**config.mk**
```make
export PLATFORM = sky130hd
export DESIGN_NAME = bss_sequencer
export DESIGN_NICKNAME = d
export VERILOG_FILES = /design/src/common/bss_pkg.sv /design/src/bss_sequencer.sv /design/src/bss_sync3.sv
export VERILOG_INCLUDE_DIRS = /design/src /design/src/common
export SDC_FILE = /design/constraint.sdc
export NUM_CORES = 1
export LEC_CHECK = 0
export BUFFER_PORTS_ARGS = -buffer_cell sky130_fd_sc_hd__buf_4
export CORE_ASPECT_RATIO = 1.2
export CORE_MARGIN = 2
export CORE_UTILIZATION = 60
export DETAILED_ROUTE_END_ITERATION = 10
export GPL_TIMING_DRIVEN = 0
export PLACE_DENSITY = 0.8
export SLEW_MARGIN = 10
export SYNTH_ARGS = -nofsm -noshare
export SYNTH_HDL_FRONTEND = slang
export SYNTH_SLANG_ARGS = --single-unit
```
**constraint.sdc**
```tcl
create_clock -name I_CLK -period 3.29 [get_ports I_CLK]
set_input_delay 0.987 -clock I_CLK [delete_from_list [all_inputs] [get_ports I_CLK]]
set_output_delay 0.987 -clock I_CLK [all_outputs]
set_load 0.005 [all_outputs]
```
**src/common/bss_params.svh**
```systemverilog
// Timing and encoding constants for the buck start-up sequencer
`ifndef BSS_PARAMS_SVH
`define BSS_PARAMS_SVH

`define BSS_CLK_PERIOD_NS   8
`define BSS_DELAY_NS        6800000
`define BSS_SAMPLE_MAX_NS   3400000
`define BSS_SOFTSTART_NS    13600000
`define BSS_INIT_NS         10000
`define BSS_SS_STEPS        64
`define BSS_DAC_STEPS       256
`define BSS_DUMMY_RUNS      2
`define BSS_DELAY_CYC       ((`BSS_DELAY_NS + `BSS_CLK_PERIOD_NS - 1) / `BSS_CLK_PERIOD_NS)
`define BSS_SAMPLE_STEP_CYC (`BSS_SAMPLE_MAX_NS / (`BSS_CLK_PERIOD_NS * `BSS_DAC_STEPS))
`define BSS_SS_STEP_CYC     ((`BSS_SOFTSTART_NS + `BSS_CLK_PERIOD_NS * `BSS_SS_STEPS - 1) \
                             / (`BSS_CLK_PERIOD_NS * `BSS_SS_STEPS))
`define BSS_INIT_CYC        ((`BSS_INIT_NS + `BSS_CLK_PERIOD_NS - 1) / `BSS_CLK_PERIOD_NS)
`define BSS_REF_RST         7'h00
`define BSS_REF_FULL        7'h40
`define BSS_SETPT_RST       8'h00
`define BSS_SETPT_MAX       8'hff

`endif

```
**src/common/bss_pkg.sv**
```systemverilog
// Types shared by the buck start-up sequencer
package bss_pkg;

  typedef enum logic [6:0] {
    ST_OFF    = 7'h01,
    ST_DELAY  = 7'h02,
    ST_SAMPLE = 7'h04,
    ST_INIT   = 7'h08,
    ST_SOFT   = 7'h10,
    ST_RUN    = 7'h20,
    ST_DUMMY  = 7'h40
  } bss_state_t;

  // Comparator levels after synchronisation
  typedef struct packed {
    logic bias_ok;
    logic en_above;
    logic setpt_reached;
    logic oc_trip;
    logic ramp_above_out;
  } bss_cmp_t;

endpackage

```
**src/bss_sequencer.sv**
```systemverilog
// Start-up sequencer: POR/enable gating, set-point sample, soft-start, hiccup retry
`include "bss_params.svh"

module bss_sequencer #(
  parameter int unsigned DELAY_CYC       = `BSS_DELAY_CYC,
  parameter int unsigned SAMPLE_STEP_CYC = `BSS_SAMPLE_STEP_CYC,
  parameter int unsigned SS_STEP_CYC     = `BSS_SS_STEP_CYC,
  parameter int unsigned INIT_CYC        = `BSS_INIT_CYC,
  parameter int          TMR_W           = 20,
  parameter int          TRI_W           = 8
) (
  input  wire logic             I_CLK,
  input  wire logic             I_RST,
  input  wire logic             I_BIAS_OK,
  input  wire logic             I_EN_ABOVE,
  input  wire logic             I_SETPT_REACHED,
  input  wire logic             I_OC_TRIP,
  input  wire logic             I_RAMP_ABOVE_OUT,
  input  wire logic [TRI_W-1:0] I_EA_LEVEL,
  output logic                  O_HIGH_SIDE_GATE,
  output logic                  O_LOW_SIDE_GATE,
  output logic                  O_SETPOINT_CURRENT,
  output logic                  O_EA_ENABLE,
  output logic                  O_OSC_RUN,
  output logic [6:0]            O_REF_CODE,
  output logic [7:0]            O_SETPOINT_CODE,
  output logic                  O_SS_DONE
);

  localparam logic [TMR_W-1:0] DELAY_TC  = TMR_W'(DELAY_CYC - 1);
  localparam logic [TMR_W-1:0] SAMPLE_TC = TMR_W'(SAMPLE_STEP_CYC - 1);
  localparam logic [TMR_W-1:0] SS_TC     = TMR_W'(SS_STEP_CYC - 1);
  localparam logic [TMR_W-1:0] INIT_TC   = TMR_W'(INIT_CYC - 1);

  bss_pkg::bss_cmp_t   raw;
  bss_pkg::bss_cmp_t   cmp;
  bss_pkg::bss_state_t state_r;
  bss_pkg::bss_state_t state_nxt;

  logic [TMR_W-1:0] tmr_r;
  logic [TMR_W-1:0] tmr_tc;
  logic             tmr_hit;
  logic [6:0]       ref_r;
  logic [7:0]       setpt_r;
  logic             setpt_valid_r;
  logic             dummy_cnt_r;
  logic             gates_ok_r;
  logic             ea_en_r;
  logic             done_r;
  logic [TRI_W-1:0] tri_r;
  logic             tri_up_r;
  logic             pwm;
  logic             drive;
  logic             step_tick;
  logic             ramp_end;

  // Comparator outputs are asynchronous to the internal clock
  assign raw.bias_ok        = I_BIAS_OK;
  assign raw.en_above       = I_EN_ABOVE;
  assign raw.setpt_reached  = I_SETPT_REACHED;
  assign raw.oc_trip        = I_OC_TRIP;
  assign raw.ramp_above_out = I_RAMP_ABOVE_OUT;

  bss_sync3 #(
    .W ($bits(bss_pkg::bss_cmp_t))
  ) u_sync (
    .i_clk (I_CLK),
    .i_rst (I_RST),
    .i_d   (raw),
    .o_q   (cmp)
  );

  // One shared timer; its terminal count depends on the phase
  always_comb begin
    case (state_r)
      bss_pkg::ST_DELAY:  tmr_tc = DELAY_TC;
      bss_pkg::ST_SAMPLE: tmr_tc = SAMPLE_TC;
      bss_pkg::ST_INIT:   tmr_tc = INIT_TC;
      default:            tmr_tc = SS_TC;
    endcase
  end

  assign tmr_hit   = (tmr_r == tmr_tc);
  assign step_tick = tmr_hit && (state_r == bss_pkg::ST_SOFT || state_r == bss_pkg::ST_DUMMY);
  assign ramp_end  = step_tick && (ref_r == `BSS_REF_FULL);

  always_comb begin
    state_nxt = state_r;
    case (state_r)
      bss_pkg::ST_OFF: begin
        // Held low enable keeps the block here even with bias present
        if (cmp.bias_ok && cmp.en_above) begin
          state_nxt = bss_pkg::ST_DELAY;
        end
      end
      bss_pkg::ST_DELAY: begin
        if (tmr_hit) begin
          state_nxt = bss_pkg::ST_SAMPLE;
        end
      end
      bss_pkg::ST_SAMPLE: begin
        // Comparator already set on entry gives a zero-length sample
        if (cmp.setpt_reached || (tmr_hit && setpt_r == `BSS_SETPT_MAX)) begin
          state_nxt = bss_pkg::ST_INIT;
        end
      end
      bss_pkg::ST_INIT: begin
        if (tmr_hit) begin
          state_nxt = bss_pkg::ST_SOFT;
        end
      end
      bss_pkg::ST_SOFT: begin
        // No input-supply check beyond bias: only an overcurrent, bias loss or a low enable ends the ramp early
        if (cmp.oc_trip) begin
          state_nxt = bss_pkg::ST_DUMMY;
        end else if (ramp_end) begin
          state_nxt = bss_pkg::ST_RUN;
        end
      end
      bss_pkg::ST_RUN: begin
        if (cmp.oc_trip) begin
          state_nxt = bss_pkg::ST_DUMMY;
        end
      end
      bss_pkg::ST_DUMMY: begin
        // Retry skips delay and sampling, keeping the held set point
        if (ramp_end && dummy_cnt_r) begin
          state_nxt = bss_pkg::ST_SOFT;
        end
      end
      default: begin
        state_nxt = bss_pkg::ST_OFF;
      end
    endcase
    // Loss of bias or a pulled-down enable overrides every phase
    if (!cmp.bias_ok || !cmp.en_above) begin
      state_nxt = bss_pkg::ST_OFF;
    end
  end

  always_ff @(posedge I_CLK) begin
    if (I_RST) begin
      state_r <= bss_pkg::ST_OFF;
    end else begin
      state_r <= state_nxt;
    end
  end

  // Timer restarts on every phase change and at each terminal count
  always_ff @(posedge I_CLK) begin
    if (I_RST) begin
      tmr_r <= '0;
    end else if (state_nxt != state_r || tmr_hit || state_r == bss_pkg::ST_OFF
                 || state_r == bss_pkg::ST_RUN) begin
      tmr_r <= '0;
    end else begin
      tmr_r <= tmr_r + TMR_W'(1);
    end
  end

  // Set-point counter: counts up until the pin comparator trips or the count reaches 0xff
  always_ff @(posedge I_CLK) begin
    if (I_RST) begin
      setpt_r       <= `BSS_SETPT_RST;
      setpt_valid_r <= 1'b0;
    end else if (!cmp.bias_ok) begin
      setpt_r       <= `BSS_SETPT_RST;
      setpt_valid_r <= 1'b0;
    end else if (state_r == bss_pkg::ST_DELAY) begin
      setpt_r       <= `BSS_SETPT_RST;
      setpt_valid_r <= 1'b0;
    end else if (state_r == bss_pkg::ST_SAMPLE) begin
      if (cmp.setpt_reached || setpt_r == `BSS_SETPT_MAX) begin
        setpt_valid_r <= 1'b1;
      end else if (tmr_hit) begin
        setpt_r <= setpt_r + 8'h01;
      end
    end
  end

  // Reference ramp; dummy runs count steps but keep the reference at zero
  always_ff @(posedge I_CLK) begin
    if (I_RST) begin
      ref_r <= `BSS_REF_RST;
    end else if (state_nxt != state_r) begin
      ref_r <= `BSS_REF_RST;
    end else if (ramp_end && state_r == bss_pkg::ST_DUMMY) begin
      // Restart the count so the second dummy run is a full-length one
      ref_r <= `BSS_REF_RST;
    end else if (step_tick && ref_r != `BSS_REF_FULL) begin
      ref_r <= ref_r + 7'h01;
    end
  end

  always_ff @(posedge I_CLK) begin
    if (I_RST) begin
      dummy_cnt_r <= 1'b0;
    end else if (state_r != bss_pkg::ST_DUMMY) begin
      dummy_cnt_r <= 1'b0;
    end else if (ramp_end) begin
      dummy_cnt_r <= ~dummy_cnt_r;
    end
  end

  // Gate release latch for pre-biased outputs
  always_ff @(posedge I_CLK) begin
    if (I_RST) begin
      gates_ok_r <= 1'b0;
    end else if (state_r != bss_pkg::ST_SOFT && state_r != bss_pkg::ST_RUN) begin
      gates_ok_r <= 1'b0;
    end else if (state_r == bss_pkg::ST_SOFT && cmp.ramp_above_out) begin
      gates_ok_r <= 1'b1;
    end else if (state_r == bss_pkg::ST_RUN) begin
      gates_ok_r <= 1'b1;
    end
  end

  always_ff @(posedge I_CLK) begin
    if (I_RST) begin
      ea_en_r <= 1'b0;
      done_r  <= 1'b0;
    end else begin
      ea_en_r <= (state_r == bss_pkg::ST_SOFT || state_r == bss_pkg::ST_RUN);
      done_r  <= (state_r == bss_pkg::ST_RUN);
    end
  end

  // Triangle oscillator, halted while the block is disabled
  always_ff @(posedge I_CLK) begin
    if (I_RST) begin
      tri_r    <= '0;
      tri_up_r <= 1'b1;
    end else if (state_r == bss_pkg::ST_OFF) begin
      tri_r    <= '0;
      tri_up_r <= 1'b1;
    end else if (tri_up_r) begin
      tri_r <= tri_r + TRI_W'(1);
      if (tri_r == {{(TRI_W-1){1'b1}}, 1'b0}) begin
        tri_up_r <= 1'b0;
      end
    end else begin
      tri_r <= tri_r - TRI_W'(1);
      if (tri_r == TRI_W'(1)) begin
        tri_up_r <= 1'b1;
      end
    end
  end

  assign pwm   = (I_EA_LEVEL > tri_r);
  assign drive = ea_en_r && gates_ok_r && cmp.bias_ok && cmp.en_above;

  // Gate outputs registered; an overcurrent drops them on the next edge
  always_ff @(posedge I_CLK) begin
    if (I_RST) begin
      O_HIGH_SIDE_GATE <= 1'b0;
      O_LOW_SIDE_GATE  <= 1'b0;
    end else if (!drive || cmp.oc_trip || state_r == bss_pkg::ST_OFF) begin
      O_HIGH_SIDE_GATE <= 1'b0;
      O_LOW_SIDE_GATE  <= 1'b0;
    end else begin
      O_HIGH_SIDE_GATE <= pwm;
      O_LOW_SIDE_GATE  <= ~pwm;
    end
  end

  always_ff @(posedge I_CLK) begin
    if (I_RST) begin
      O_SETPOINT_CURRENT <= 1'b0;
      O_OSC_RUN          <= 1'b0;
      O_REF_CODE         <= `BSS_REF_RST;
      O_SETPOINT_CODE    <= `BSS_SETPT_RST;
    end else begin
      O_SETPOINT_CURRENT <= (state_r == bss_pkg::ST_DELAY || state_r == bss_pkg::ST_SAMPLE);
      O_OSC_RUN          <= (state_r != bss_pkg::ST_OFF);
      O_REF_CODE         <= (state_r == bss_pkg::ST_SOFT || state_r == bss_pkg::ST_RUN)
                            ? ((state_r == bss_pkg::ST_RUN) ? `BSS_REF_FULL : ref_r)
                            : `BSS_REF_RST;
      O_SETPOINT_CODE    <= setpt_r;
    end
  end

  assign O_EA_ENABLE = ea_en_r;
  assign O_SS_DONE   = done_r;

  // setpt_valid_r is kept for a future set-point ready indicator
  logic unused_ok;
  assign unused_ok = setpt_valid_r;

endmodule // bss_sequencer

```
**src/bss_sync3.sv**
```systemverilog
// Three-stage synchroniser that accepts a change once stages two and three agree
module bss_sync3 #(
  parameter int W = 1
) (
  input  wire logic         i_clk,
  input  wire logic         i_rst,
  input  wire logic [W-1:0] i_d,
  output logic      [W-1:0] o_q
);

  logic [W-1:0] s1_r;
  logic [W-1:0] s2_r;
  logic [W-1:0] s3_r;

  always_ff @(posedge i_clk) begin
    if (i_rst) begin
      s1_r <= '0;
      s2_r <= '0;
      s3_r <= '0;
    end else begin
      s1_r <= i_d;
      s2_r <= s1_r;
      s3_r <= s2_r;
    end
  end

  // Per-bit agreement filter; s1 feeds only s2
  always_ff @(posedge i_clk) begin
    if (i_rst) begin
      o_q <= '0;
    end else begin
      for (int i = 0; i < W; i++) begin
        if (s2_r[i] == s3_r[i]) begin
          o_q[i] <= s3_r[i];
        end
      end
    end
  end

endmodule // bss_sync3
```
Yosys cells after proc, flatten, opt, wreduce, memory -nomap -nowiden
Index checks and enable logic that the tools add are counted.

operators by class
  bitwise logic cells = 5
  $lt $le $gt $ge = 1
  add/subtract/negate cells = 5
  reduce and logical (&&, ||, !) cells = 37
  equal/unequal tests = 23
  mux-type cells = 18

operators by type and width
  operator                                                             count
  7-bit two-way mux                                                    10
  20-bit one-hot mux with 3 select lines                               1
  7-bit one-hot mux with 7 select lines                                1
  20-bit by 1-bit adder with 20-bit output (second input constant)     1
  20-bit == test                                                       1
  8-bit by 1-bit adder with 8-bit output (second input constant)       2
  8-bit == test (second input constant)                                2
  7-bit == test (second input constant)                                2
  7-bit inequality test (second input constant)                        2
  1-bit logical AND                                                    12
  2-bit OR reduction                                                   6
  1-bit logical OR                                                     11
  3-bit OR reduction                                                   3
  8-bit by 1-bit == test with 1-bit output (second input constant)     1
  8-bit greater-than comparator                                        1
  8-bit two-way mux                                                    1
  8-bit by 1-bit subtractor with 8-bit output (second input constant)  1
  7-bit by 1-bit adder with 7-bit output (second input constant)       1
  7-bit by 1-bit == test with 1-bit output (second input constant)     1
  7-bit by 2-bit == test with 1-bit output (second input constant)     1
  7-bit by 3-bit == test with 1-bit output (second input constant)     1
  7-bit by 4-bit == test with 1-bit output (second input constant)     1
  7-bit by 5-bit == test with 1-bit output (second input constant)     1
  7-bit by 6-bit == test with 1-bit output (second input constant)     1
  other kinds (10)                                                     24

storage, ports and cells
  bits in registers = 94
  output and inout port bits = 21
  word-level logic and storage cells = 114
  bits of input ports = 15

Longest topological paths before layout
Gate-level depths: netlist of run 1.

  word-level depth = 14
  gate-level depth with buffers = 12
  depth with buffers taken out = 10

Hierarchy
From an unflattened synthesis of run 1, not the netlist that was laid out.

unflattened totals
  cells, all modules = 516
  area total of the unflattened synthesis = 4608.2 um^2

by module, submodules not included
  module         instances  area each (um^2)  cells each  sequential area each (um^2)
  bss_sequencer  1          3966.3            464         1481.4
  bss_sync3      1          641.9             52          400.4

Least setup slack after synthesis of run 1
OpenSTA, ideal clock, no wires.

  path type = reg2reg
  start = register state_r[4]
  end = register tmr_r[16]
  stages on the path, launching flop included = 13
  library setup time = 119 ps
  setup slack = 355 ps
  arrival = 2817 ps
  path buffers = 4
  required time = 3171 ps
  clock period less this slack = 2935 ps
  path through = dfxtp_1 > or3_1 > clkbuf_1 > or3_1 > clkbuf_1 > xnor2_1 > or3_1 > nor4_1 > a2bb2oi_2 > or3_1 > buf_6 > buf_12 > nor2_4

between the ends
  word-level cells in the longest chain between the ends = 14
  elaborated cells on any way between the ends = 30
  those cells by class = eq/ne (9); mux (11); reduce/logical (10)

RTL lines
  item                                                                    line                                        source
  from (decl)                                                             bss_sequencer.sv:37                         bss_pkg::bss_state_t state_r;
  from (signal assigned)                                                  bss_sequencer.sv:143                        state_r <= bss_pkg::ST_OFF;
  from (signal assigned)                                                  bss_sequencer.sv:145                        state_r <= state_nxt;
  7-bit by 4-bit == test with 1-bit output, or another cell as far along  bss_sequencer.sv:75, bss_sequencer.sv:89
  20-bit one-hot mux with 3 select lines                                  bss_sequencer.sv:75                         case (state_r)
  20-bit == test                                                          bss_sequencer.sv:83                         assign tmr_hit = (tmr_r == tmr_tc);
  1-bit logical AND                                                       bss_sequencer.sv:84                         assign step_tick = tmr_hit && (state_r == bss_pkg::ST_SOFT || state_r == bss_pkg::ST_DUMMY);
  1-bit logical AND                                                       bss_sequencer.sv:85                         assign ramp_end = step_tick && (ref_r == `BSS_REF_FULL);
  7-bit two-way mux / 1-bit logical AND (equally long branches)           bss_sequencer.sv:116, bss_sequencer.sv:127
  7-bit two-way mux, on equally long branches                             bss_sequencer.sv:114, bss_sequencer.sv:127
  7-bit one-hot mux with 7 select lines                                   bss_sequencer.sv:89                         case (state_r)
  7-bit two-way mux                                                       bss_sequencer.sv:136                        if (!cmp.bias_ok || !cmp.en_above) begin
  7-bit inequality test                                                   bss_sequencer.sv:153                        end else if (state_nxt != state_r || tmr_hit || state_r == bss_pkg::ST_OFF
  1-bit logical OR (2 in series)                                          bss_sequencer.sv:153
  1-bit logical OR (*)                                                    bss_sequencer.sv:154                        || state_r == bss_pkg::ST_RUN) begin
  2-bit OR reduction (no line) (*)                                        n/a
  to (signal assigned)                                                    bss_sequencer.sv:157                        tmr_r <= tmr_r + TMR_W'(1);
  to (decl)                                                               bss_sequencer.sv:40                         logic [TMR_W-1:0] tmr_r;

Mark *: on every way between the ends. The rest lies on a longest branch, timed or not.
A chain may end at the register's enable or synchronous reset.

Worst setup path after layout of run 1
  start = register state_r[3]
  end = register tmr_r[15]

Same word-level chain as after synthesis.

==> flow_summary.json, run 1 <==
{
  "synthToLayoutAreaGrowth_pct": 16.3,
  "cp-end-kind": "flip-flop",
  "period_needed_ps": 3210,
  "gp_congestion": 0.949,
  "drcViolationCount": 0,
  "reg2reg_depth": 12,
  "worstReg2RegEnd": "tmr_r[15]",
  "netlist_top_cells_count": "94 x dfxtp_1, 60 x nor2_1, 33 x nand2_1",
  "synthTopCellsByArea": "dfxtp_1 40%, xnor2_1 4.9%, nor2_1 4.8%",
  "timing.rr.start": "state_r[3]",
  "fin_nets": 616,
  "grt.busiest_layer": "met2",
  "start_kind": "flip-flop",
  "grtUsageMet3_pct": 4.03,
  "p_leak_nw": 1.88,
  "dieHeight_um": 100,
  "synth_top_cell_by_area": "dfxtp_1",
  "powerDensity_nw_per_um2": 362,
  "cts_tree": "done",
  "clk_pin_slew_ps": 100,
  "final_hold_viol_count": 0,
  "synth_edf_count": 0,
  "die_w_um": 84.4,
  "hold_path_end": "u_sync.s2_r[3]",
  "ys_warn_count": 0,
  "numPortBuffers": 35,
  "max-cap-violations": 0,
  "worst_pin_slew_ps": 714,
  "netlist_area_um2": 4650,
  "hp-start": "u_sync.s1_r[3]",
  "cts_hold_buf": 0,
  "r2r_slack_ps": 80,
  "grt_antenna_before_repair": 0,
  "clockBufferDepth": 2,
  "num_rows": 35,
  "clk_latency_ps": 360,
  "gr-usage-met2_pct": 46.0,
  "cts_sinks": 94,
  "fin_tns_setup_ps": 0,
  "initial_utilization_pct": 61.0,
  "seq_area_frac_synth_pct": 40.5,
  "holdWs_ps": 432,
  "fmax_mhz": 311,
  "worstPathMaxFanout": 10,
  "fin_cells": 681,
  "worstSetupPathType": "reg -> reg",
  "htree_num_levels": 3,
  "drive_above_1_share_pct": 16.6,
  "max-vdd-ir-drop_mv": 0.233,
  "synth_cells": 533,
  "grt_max_degree": 17,
  "die_area_um2": 8470,
  "avgSynthCellArea_um2": 8.72,
  "drt-total-wl_um": 10700,
  "grt_pass1_vias": 3816,
  "skew_ps": 15.5,
  "vias": 3993,
  "root_buffer": "clkbuf_8",
  "placed_cells_incl_taps": 660,
  "viasPerCell": 5.86,
  "gr-usage-met1_pct": 29.0,
  "grt_pass1_wl_um": 17300,
  "fin_area_um2": 5410,
  "yosysTopAreaCellShare_pct": 40.5,
  "core_area_um2": 7620,
  "drt_first_pass_iters": 6,
  "wl_per_cell_um": 15.7,
  "maxSlewHeadroom_pct": 52.0,
  "syn_nets": 564,
  "final_max_slew_viol_count": 0,
  "drt_iter0_markers": 289,
  "worstPathArrival_ps": 3460,
  "synth_flop_cell": "dfxtp_1",
  "grtUsageTotal_pct": 25.1,
  "min_path_cells": 1,
  "setup-violations-final": 0,
  "fin_crit_sh_pct": 97.7,
  "utilization_pct": 71.0,
  "cp.required_ps": 3540,
  "drt.antenna.violating_nets": 0,
  "io_pins": 36,
  "async_flop_share_pct": 0,
  "dpl-instance-area_um2": 5030,
  "antennaDiodeCount": 0,
  "cts_inserted_buffers": 9,
  "min-delay-path-class": "reg -> reg",
  "dpl.hpwl_um": 7650,
  "yosysUniqueCellTypes": 59,
  "synth-seq-cells": 94,
  "yosysMostFrequentCell": "dfxtp_1",
  "outcome": "finished, final reports clean",
  "overflow": 0
}
[cell usage in the layout, fill, tap and decap left out, types with 4 or more instances in the layout]
cell type	synthesis	layout
ha_1	16	16
or3_1	12	12
o21ai_0	20	20
buf_4	0	43
and2_1	7	7
clkbuf_8	0	9
nor3_1	13	12
nand3_1	25	24
nor4_1	12	10
and3_1	5	5
inv_1	21	21
nor2_1	60	59
mux2i_1	5	5
xnor2_1	26	26
nand4_1	18	18
nand2b_1	10	10
o21bai_1	4	4
o31ai_1	6	5
a21oi_1	16	16
nor2_4	8	8
nor2b_1	23	23
dfxtp_1	94	93
nand3b_1	4	4
nand2_1	33	32
clkbuf_1	19	16
nor4_2	3	4
xor2_1	17	17
a21o_1	4	4
[stage by stage]
step / total power, mW / setup slack, ps
4_1_cts: 1.97 / 7.40
2_1_floorplan: 1.20 / 355
3_5_place_dp: 1.22 / -347
3_3_place_gp: 1.22 / -338
6_report: 1.95 / 76.7
5_1_grt: 2.02 / -27.5
[routing by layer]
layer	part of all wire, %	routed length (um)
met1	40	4210
met2	53	5660
met3	4.9	523
met4	2.5	263
met5	0	0
[layout make-up]
type / instances / area, um^2
repair buffers: 44 / 348
clock inverters: 6 / 72.6
fillers: 616 / 2210
flip-flops and latches: 94 / 1880
well taps: 92 / 115
clock buffers: 9 / 124
inverters: 21 / 78.8
multi-input cells: 391 / 2650
plain buffers: 24 / 131
[worst max-delay path: stages (launching register included)]
cell	delay (ps)
dfxtp_1	330
clkbuf_1	360
clkbuf_1	410
xnor2_1	150
o21ai_0	280
nand4_1	160
or3_1	380
nor4_2	350
a2bb2oi_2	180
or3_1	140
buf_6	150
clkbuf_16	170
nor2_4	40
[cells by family after synthesis]
kind of cell,synth area share (%)
adder cells (fa/ha/maj),4.31
AND/OR/NAND/NOR,30.8
flip-flops,40.5
XOR/XNOR,8.10
AO/OA/AOI/OAI,10.6
multiplexers,1.08
buffers and inverters,4.63
[how the worst max path moves through the flow]
| stage | from | to |
|---|---|---|
| 5_1_grt | state_r[4] | setpt_r[4] |
| 4_1_cts | state_r[4] | tmr_r[17] |
| 3_3_place_gp | state_r[4] | setpt_r[4] |
| 3_5_place_dp | state_r[4] | tmr_r[12] |
| 2_1_floorplan | state_r[4] | tmr_r[16] |
| 6_report | state_r[3] | tmr_r[15] |
[report_power, final]
part	total, mW	internal [mW]	switching (mW)
clock	0.762	0.353	0.409
sequential	1.15	1.14	0.00299
combinational	0.0452	0.0231	0.0221
total	1.95	1.52	0.434
[state kept, by name, indices dropped and copies added (netlist names), 5 cells and up]
register	count
ref_r	7
tri_r	8
state_r	7
u_sync.s2_r	5
u_sync.s1_r	5
u_sync.o_q	5
O_SETPOINT_CODE	8
tmr_r	20
u_sync.s3_r	5
setpt_r	8
O_REF_CODE	7
[what timing repair did]
action,4_1_cts,5_1_grt
hold endpoints to repair,0,0
buffers inserted,3,5
setup endpoints to repair,38,27
gates resized for setup,5,15
pin swaps,2,5
gates cloned,0,1
Note: power is estimated with default switching activity, not from simulation.
==> run 2: changes to the inputs <==
Settings changed: CORE_UTILIZATION 60 to 54, PLACE_DENSITY 0.8 to 0.73, SLEW_MARGIN 10 to 30.
==> run 2 against run 1 <==
Largest power group unchanged; setup slack worse by 18 ps; global-route usage down 2.3 points; wire length shrank 2.0%; clock power grew 21%; sequential power about the same; non-clock buffer count is 3 higher; critical path depth rose by 1; count of clock-buffer cells in the layout did not move.
==> flow_summary.json, run 2 (same netlist as run 1, synthesis figures left out) <==
{
  "initial_utilization_pct": 54.9,
  "r2r_slack_ps": 60,
  "max-cap-violations": 0,
  "numPortBuffers": 35,
  "maxSlewHeadroom_pct": 46.6,
  "grt_antenna_before_repair": 0,
  "drt-total-wl_um": 10500,
  "start_kind": "flip-flop",
  "core_area_um2": 8470,
  "cts_hold_buf": 0,
  "p_leak_nw": 1.99,
  "cts_inserted_buffers": 9,
  "crit_cells": 13,
  "final_cell_mix": "94 x dfxtp_1, 60 x nor2_1, 47 x buf_4",
  "clk_latency_ps": 380,
  "worst_pin_slew_ps": 794,
  "clockBufferDepth": 2,
  "worstPathMaxFanout": 10,
  "largest_reg_flops": 20,
  "worst-path-buf-inv": 5,
  "reg2reg_depth": 13,
  "grt.busiest_layer": "met2",
  "drt.antenna.violating_nets": 0,
  "final_max_slew_viol_count": 0,
  "die_area_um2": 9370,
  "num_rows": 37,
  "cts_tree": "done",
  "max-vdd-ir-drop_mv": 0.300,
  "grtUsageMet3_pct": 3.45,
  "cp-end-kind": "flip-flop",
  "overflow": 0,
  "antennaDiodeCount": 0,
  "fin_crit_sh_pct": 98.2,
  "dpl-instance-area_um2": 5060,
  "cts_sinks": 94,
  "grt_pass1_vias": 3690,
  "drt_iter0_markers": 218,
  "gr-usage-met1_pct": 28.4,
  "period_needed_ps": 3230,
  "largest_register": "tmr_r",
  "grtUsageTotal_pct": 22.9,
  "timing.rr.start": "state_r[4]",
  "vias": 3933,
  "fin_area_um2": 5540,
  "layout_setup_ws_ps": 59.0,
  "crit_path_end": "tmr_r[4]",
  "cp_common_cell": "buf_6",
  "worstSetupPathType": "reg -> reg",
  "cpLargestDelayFamily": "simple AND/OR/NAND/NOR gates",
  "drcViolationCount": 0,
  "wl_per_cell_um": 14.7,
  "htree_num_levels": 3,
  "final_common_cell": "dfxtp_1",
  "grt_max_degree": 17,
  "dieHeight_um": 106,
  "p_total_mw": 2.11,
  "synthToLayoutAreaGrowth_pct": 19.2,
  "gp_congestion": 0.904,
  "fin_nets": 619,
  "drive_above_1_share_pct": 16.7,
  "min-delay-path-class": "reg -> reg",
  "utilization_pct": 65.4,
  "worstReg2RegEnd": "tmr_r[4]",
  "dpl.hpwl_um": 7450,
  "skew_ps": 9.37,
  "setup-violations-final": 0,
  "gr-usage-met2_pct": 38.5,
  "io_pins": 36,
  "viasPerCell": 5.55,
  "fmax_mhz": 310,
  "cp.required_ps": 3600,
  "startpoint": "state_r[4]",
  "pre_cts_ws_ps": -227,
  "grt_pass1_wl_um": 16900,
  "die_w_um": 88.7,
  "drt_first_pass_iters": 6,
  "worstPathArrival_ps": 3540,
  "worst_path_max_delay_cell": "or4_1",
  "clk_pin_slew_ps": 90,
  "final_hold_viol_count": 0,
  "crit_chain": "buf_6 > or4_1 > buf_6 > or3_4 > a221oi_4 > nor4b_4 > buf_4 > nand2_2 > nand3_1 > or3_4 > buf_6 > buf_4 > nor2_1",
  "slowest_delay_ps": 540,
  "root_buffer": "clkbuf_8",
  "powerDensity_nw_per_um2": 381,
  "outcome": "finished, final reports clean"
}
run 2: cell types whose count changed in the layout (fill, tap and decap cells not counted), sizes merged:
cell      before  now
buf           51   55
clkinvlp       3    0
bufinv         1    3
clkbuf        26   25
inv           22   23
run 2: area by class of cell:
class / count / area (um^2)
clock buffer: 9 / 124
tap: 117 / 146
clock inverter: 6 / 116
sequential: 94 / 1880
inverter: 21 / 78.8
buffer: 23 / 136
multi-input combinational: 391 / 2680
timing repair buffer: 48 / 375
fill: 709 / 2930
run 2: worst min-delay path by stage:
stage                    from        endpoint  slack, ps  cells past startpoint
2_1_floorplan  u_sync.s1_r[0]  u_sync.s2_r[0]        410                      1
3_3_place_gp   u_sync.s1_r[1]  u_sync.s2_r[1]        420                      1
3_5_place_dp   u_sync.s1_r[3]  u_sync.s2_r[3]        430                      1
4_1_cts        u_sync.s1_r[3]  u_sync.s2_r[3]        450                      1
5_1_grt        u_sync.s1_r[1]  u_sync.s2_r[1]        460                      1
6_report       u_sync.s1_r[4]  u_sync.s2_r[4]        450                      1
run 2: metrics by stage:
stage,std cells,TNS [ps],hold slack (ps)
finish,709,0,446
global route,709,-29.8,459
CTS,702,0,449
detailed placement,685,-3440,426
global placement,685,-10730,420
floorplan,533,0,414
run 2: routing by layer:
metal | share of wire (%) | vias to the layer above
met3 | 3.9 | 28
met4 | 2.7 | 0
met5 | 0 | -
met1 | 43 | 1848
met2 | 51 | 89
li1 | - | 1968
run 2: timing repair:
item | in CTS | in global routing
endpoints found under the setup margin | 30 | 32
gates resized for setup | 5 | 21
setup buffers | 3 | 8
pin swaps | 0 | 4
gates cloned | 0 | 2
run 2: where the power goes:
group	switching (mW)	leakage, nW	internal, mW	total [mW]
clock	0.417	0.120	0.507	0.924
combinational	0.0211	1.11	0.0228	0.0439
sequential	0.00249	0.759	1.14	1.15
==> run 3: changes to the inputs <==
Settings changed: RECOVER_POWER set to 50.
==> run 3 against run 2 <==
Wire length is 0.15% lower; largest cell class unchanged; critical path type unchanged; sequential power hardly changed; cell count stayed put; sequential share of layout area hardly changed; critical endpoint unchanged; sequential cell count stayed put.
==> flow_summary.json, run 3 (same netlist as run 1, synthesis figures left out) <==
{
  "max-vdd-ir-drop_mv": 0.300,
  "dpl-instance-area_um2": 5060,
  "die_w_um": 88.7,
  "cts_tree": "done",
  "final_cell_mix": "94 x dfxtp_1, 60 x nor2_1, 32 x nand2_1",
  "p_total_mw": 2.11,
  "num_rows": 37,
  "antennaDiodeCount": 0,
  "outcome": "finished, final reports clean",
  "fin_area_um2": 5540,
  "gp_congestion": 0.904,
  "final_max_slew_viol_count": 0,
  "grt_pass1_vias": 3690,
  "final_hold_viol_count": 0,
  "start_kind": "flip-flop",
  "grt_pass1_wl_um": 16900,
  "core_area_um2": 8470,
  "drt_iter0_markers": 214,
  "utilization_pct": 65.4,
  "cp-end-kind": "flip-flop",
  "worst_path_max_delay_cell": "or4_1",
  "grt_antenna_before_repair": 0,
  "clk_pin_slew_ps": 90,
  "worstPathMaxFanout": 10,
  "p_leak_nw": 1.97,
  "viasPerCell": 5.56,
  "numPortBuffers": 35,
  "fin_nets": 619,
  "fin_cells": 709,
  "synthToLayoutAreaGrowth_pct": 19.2,
  "placed_cells_incl_taps": 685,
  "htree_num_levels": 3,
  "cp.required_ps": 3600,
  "grtUsageTotal_pct": 22.9,
  "worstPathArrival_ps": 3540,
  "setup-violations-final": 0,
  "fillers": 711,
  "dieHeight_um": 106,
  "skew_ps": 10.2,
  "gr-usage-met2_pct": 38.5,
  "largest_reg_flops": 20,
  "grtUsageMet3_pct": 3.45,
  "die_area_um2": 9370,
  "cts_hold_buf": 0,
  "maxSlewHeadroom_pct": 45.9,
  "clk_latency_ps": 380,
  "dpl.hpwl_um": 7450,
  "wl_per_cell_um": 14.7,
  "cp_common_cell": "buf_6",
  "drive_above_1_share_pct": 16.6,
  "cts_sinks": 94,
  "cts_inserted_buffers": 9,
  "fin_crit_sh_pct": 98.2,
  "max-cap-violations": 0,
  "vias": 3941,
  "drcViolationCount": 0,
  "worst_pin_slew_ps": 804,
  "grt_max_degree": 17,
  "crit_chain": "buf_6 > or4_1 > buf_6 > or3_4 > a221oi_4 > nor4b_4 > buf_4 > nand2_2 > nand3_1 > or3_4 > buf_6 > buf_4 > nor2_1",
  "final_common_cell": "dfxtp_1",
  "fmax_mhz": 309,
  "clockBufferDepth": 2,
  "root_buffer": "clkbuf_8",
  "powerDensity_nw_per_um2": 382,
  "initial_utilization_pct": 54.9,
  "drt.antenna.violating_nets": 0,
  "io_pins": 36,
  "gr-usage-met1_pct": 28.4,
  "grt.busiest_layer": "met2",
  "period_needed_ps": 3230,
  "holdWs_ps": 446,
  "slowest_delay_ps": 550,
  "largest_register": "tmr_r",
  "overflow": 0,
  "min-delay-path-class": "reg -> reg",
  "drt_first_pass_iters": 5,
  "drt-total-wl_um": 10400,
  "worstSetupPathType": "reg -> reg"
}
run 3: changes by cell type in the layout (fill, tap and decap cells not counted), sizes merged:
cell,previous run,this run
buf,55,32
clkbuf,25,48
run 3: path summary, 6_finish.rpt:
kind	startpoint	to	slack (ps)	cells past startpoint
worst max-delay path	state_r[4]	tmr_r[4]	60	13
worst min register to register	u_sync.s1_r[4]	u_sync.s2_r[4]	450	1
worst max register to register	state_r[4]	tmr_r[4]	60	13
worst min-delay path	u_sync.s1_r[4]	u_sync.s2_r[4]	450	1
run 3: worst max-delay path: cells and delay by family, from the launching register on:
| kind | cells | cell delay [ps] |
|---|---|---|
| DFF | 1 | 330 |
| AOI/OAI and AO/OA | 1 | 300 |
| buffers and inverters | 5 | 750 |
| and+or+nand+nor | 7 | 1780 |
run 3: where the power goes:
| group | internal (mW) | total [mW] | switching, mW |
|---|---|---|---|
| clock | 0.507 | 0.923 | 0.416 |
| sequential | 1.14 | 1.15 | 0.00248 |
| combinational | 0.0222 | 0.0433 | 0.0211 |
| total | 1.67 | 2.11 | 0.440 |
run 3: final cells by class:
class	count	area, um^2	area share, %
Sequential cell	94	1880	34.0
Inverter	21	78.8	1.42
Buffer	23	136	2.46
Tap cell	117	146	2.64
Clock inverter	6	116	2.10
Multi-Input combinational cell	391	2680	48.5
Timing Repair Buffer	48	372	6.71
Clock buffer	9	124	2.24
run 3: layer usage:
| metal | up-vias | routed length (um) | part of all wire (%) |
|---|---|---|---|
| met1 | 1840 | 4440 | 43 |
| met4 | 0 | 293 | 2.8 |
| li1 | 1966 | - | - |
| met5 | - | 0 | 0 |
| met3 | 30 | 441 | 4.2 |
| met2 | 105 | 5260 | 50 |
run 3: what timing repair did:
item	CTS	global route
endpoints found under the setup margin	30	32
resized for setup	5	21
cloned	0	2
pin swaps	0	4
buffers inserted	3	8
run 3: stage by stage:
step | setup TNS [ps] | setup WS (ps)
floorplan | 0 | 355
global placement | -10730 | -430
detailed placement | -3440 | -227
CTS | 0 | 3.16
global route | -29.8 | -14.1
finish | 0 | 58.0
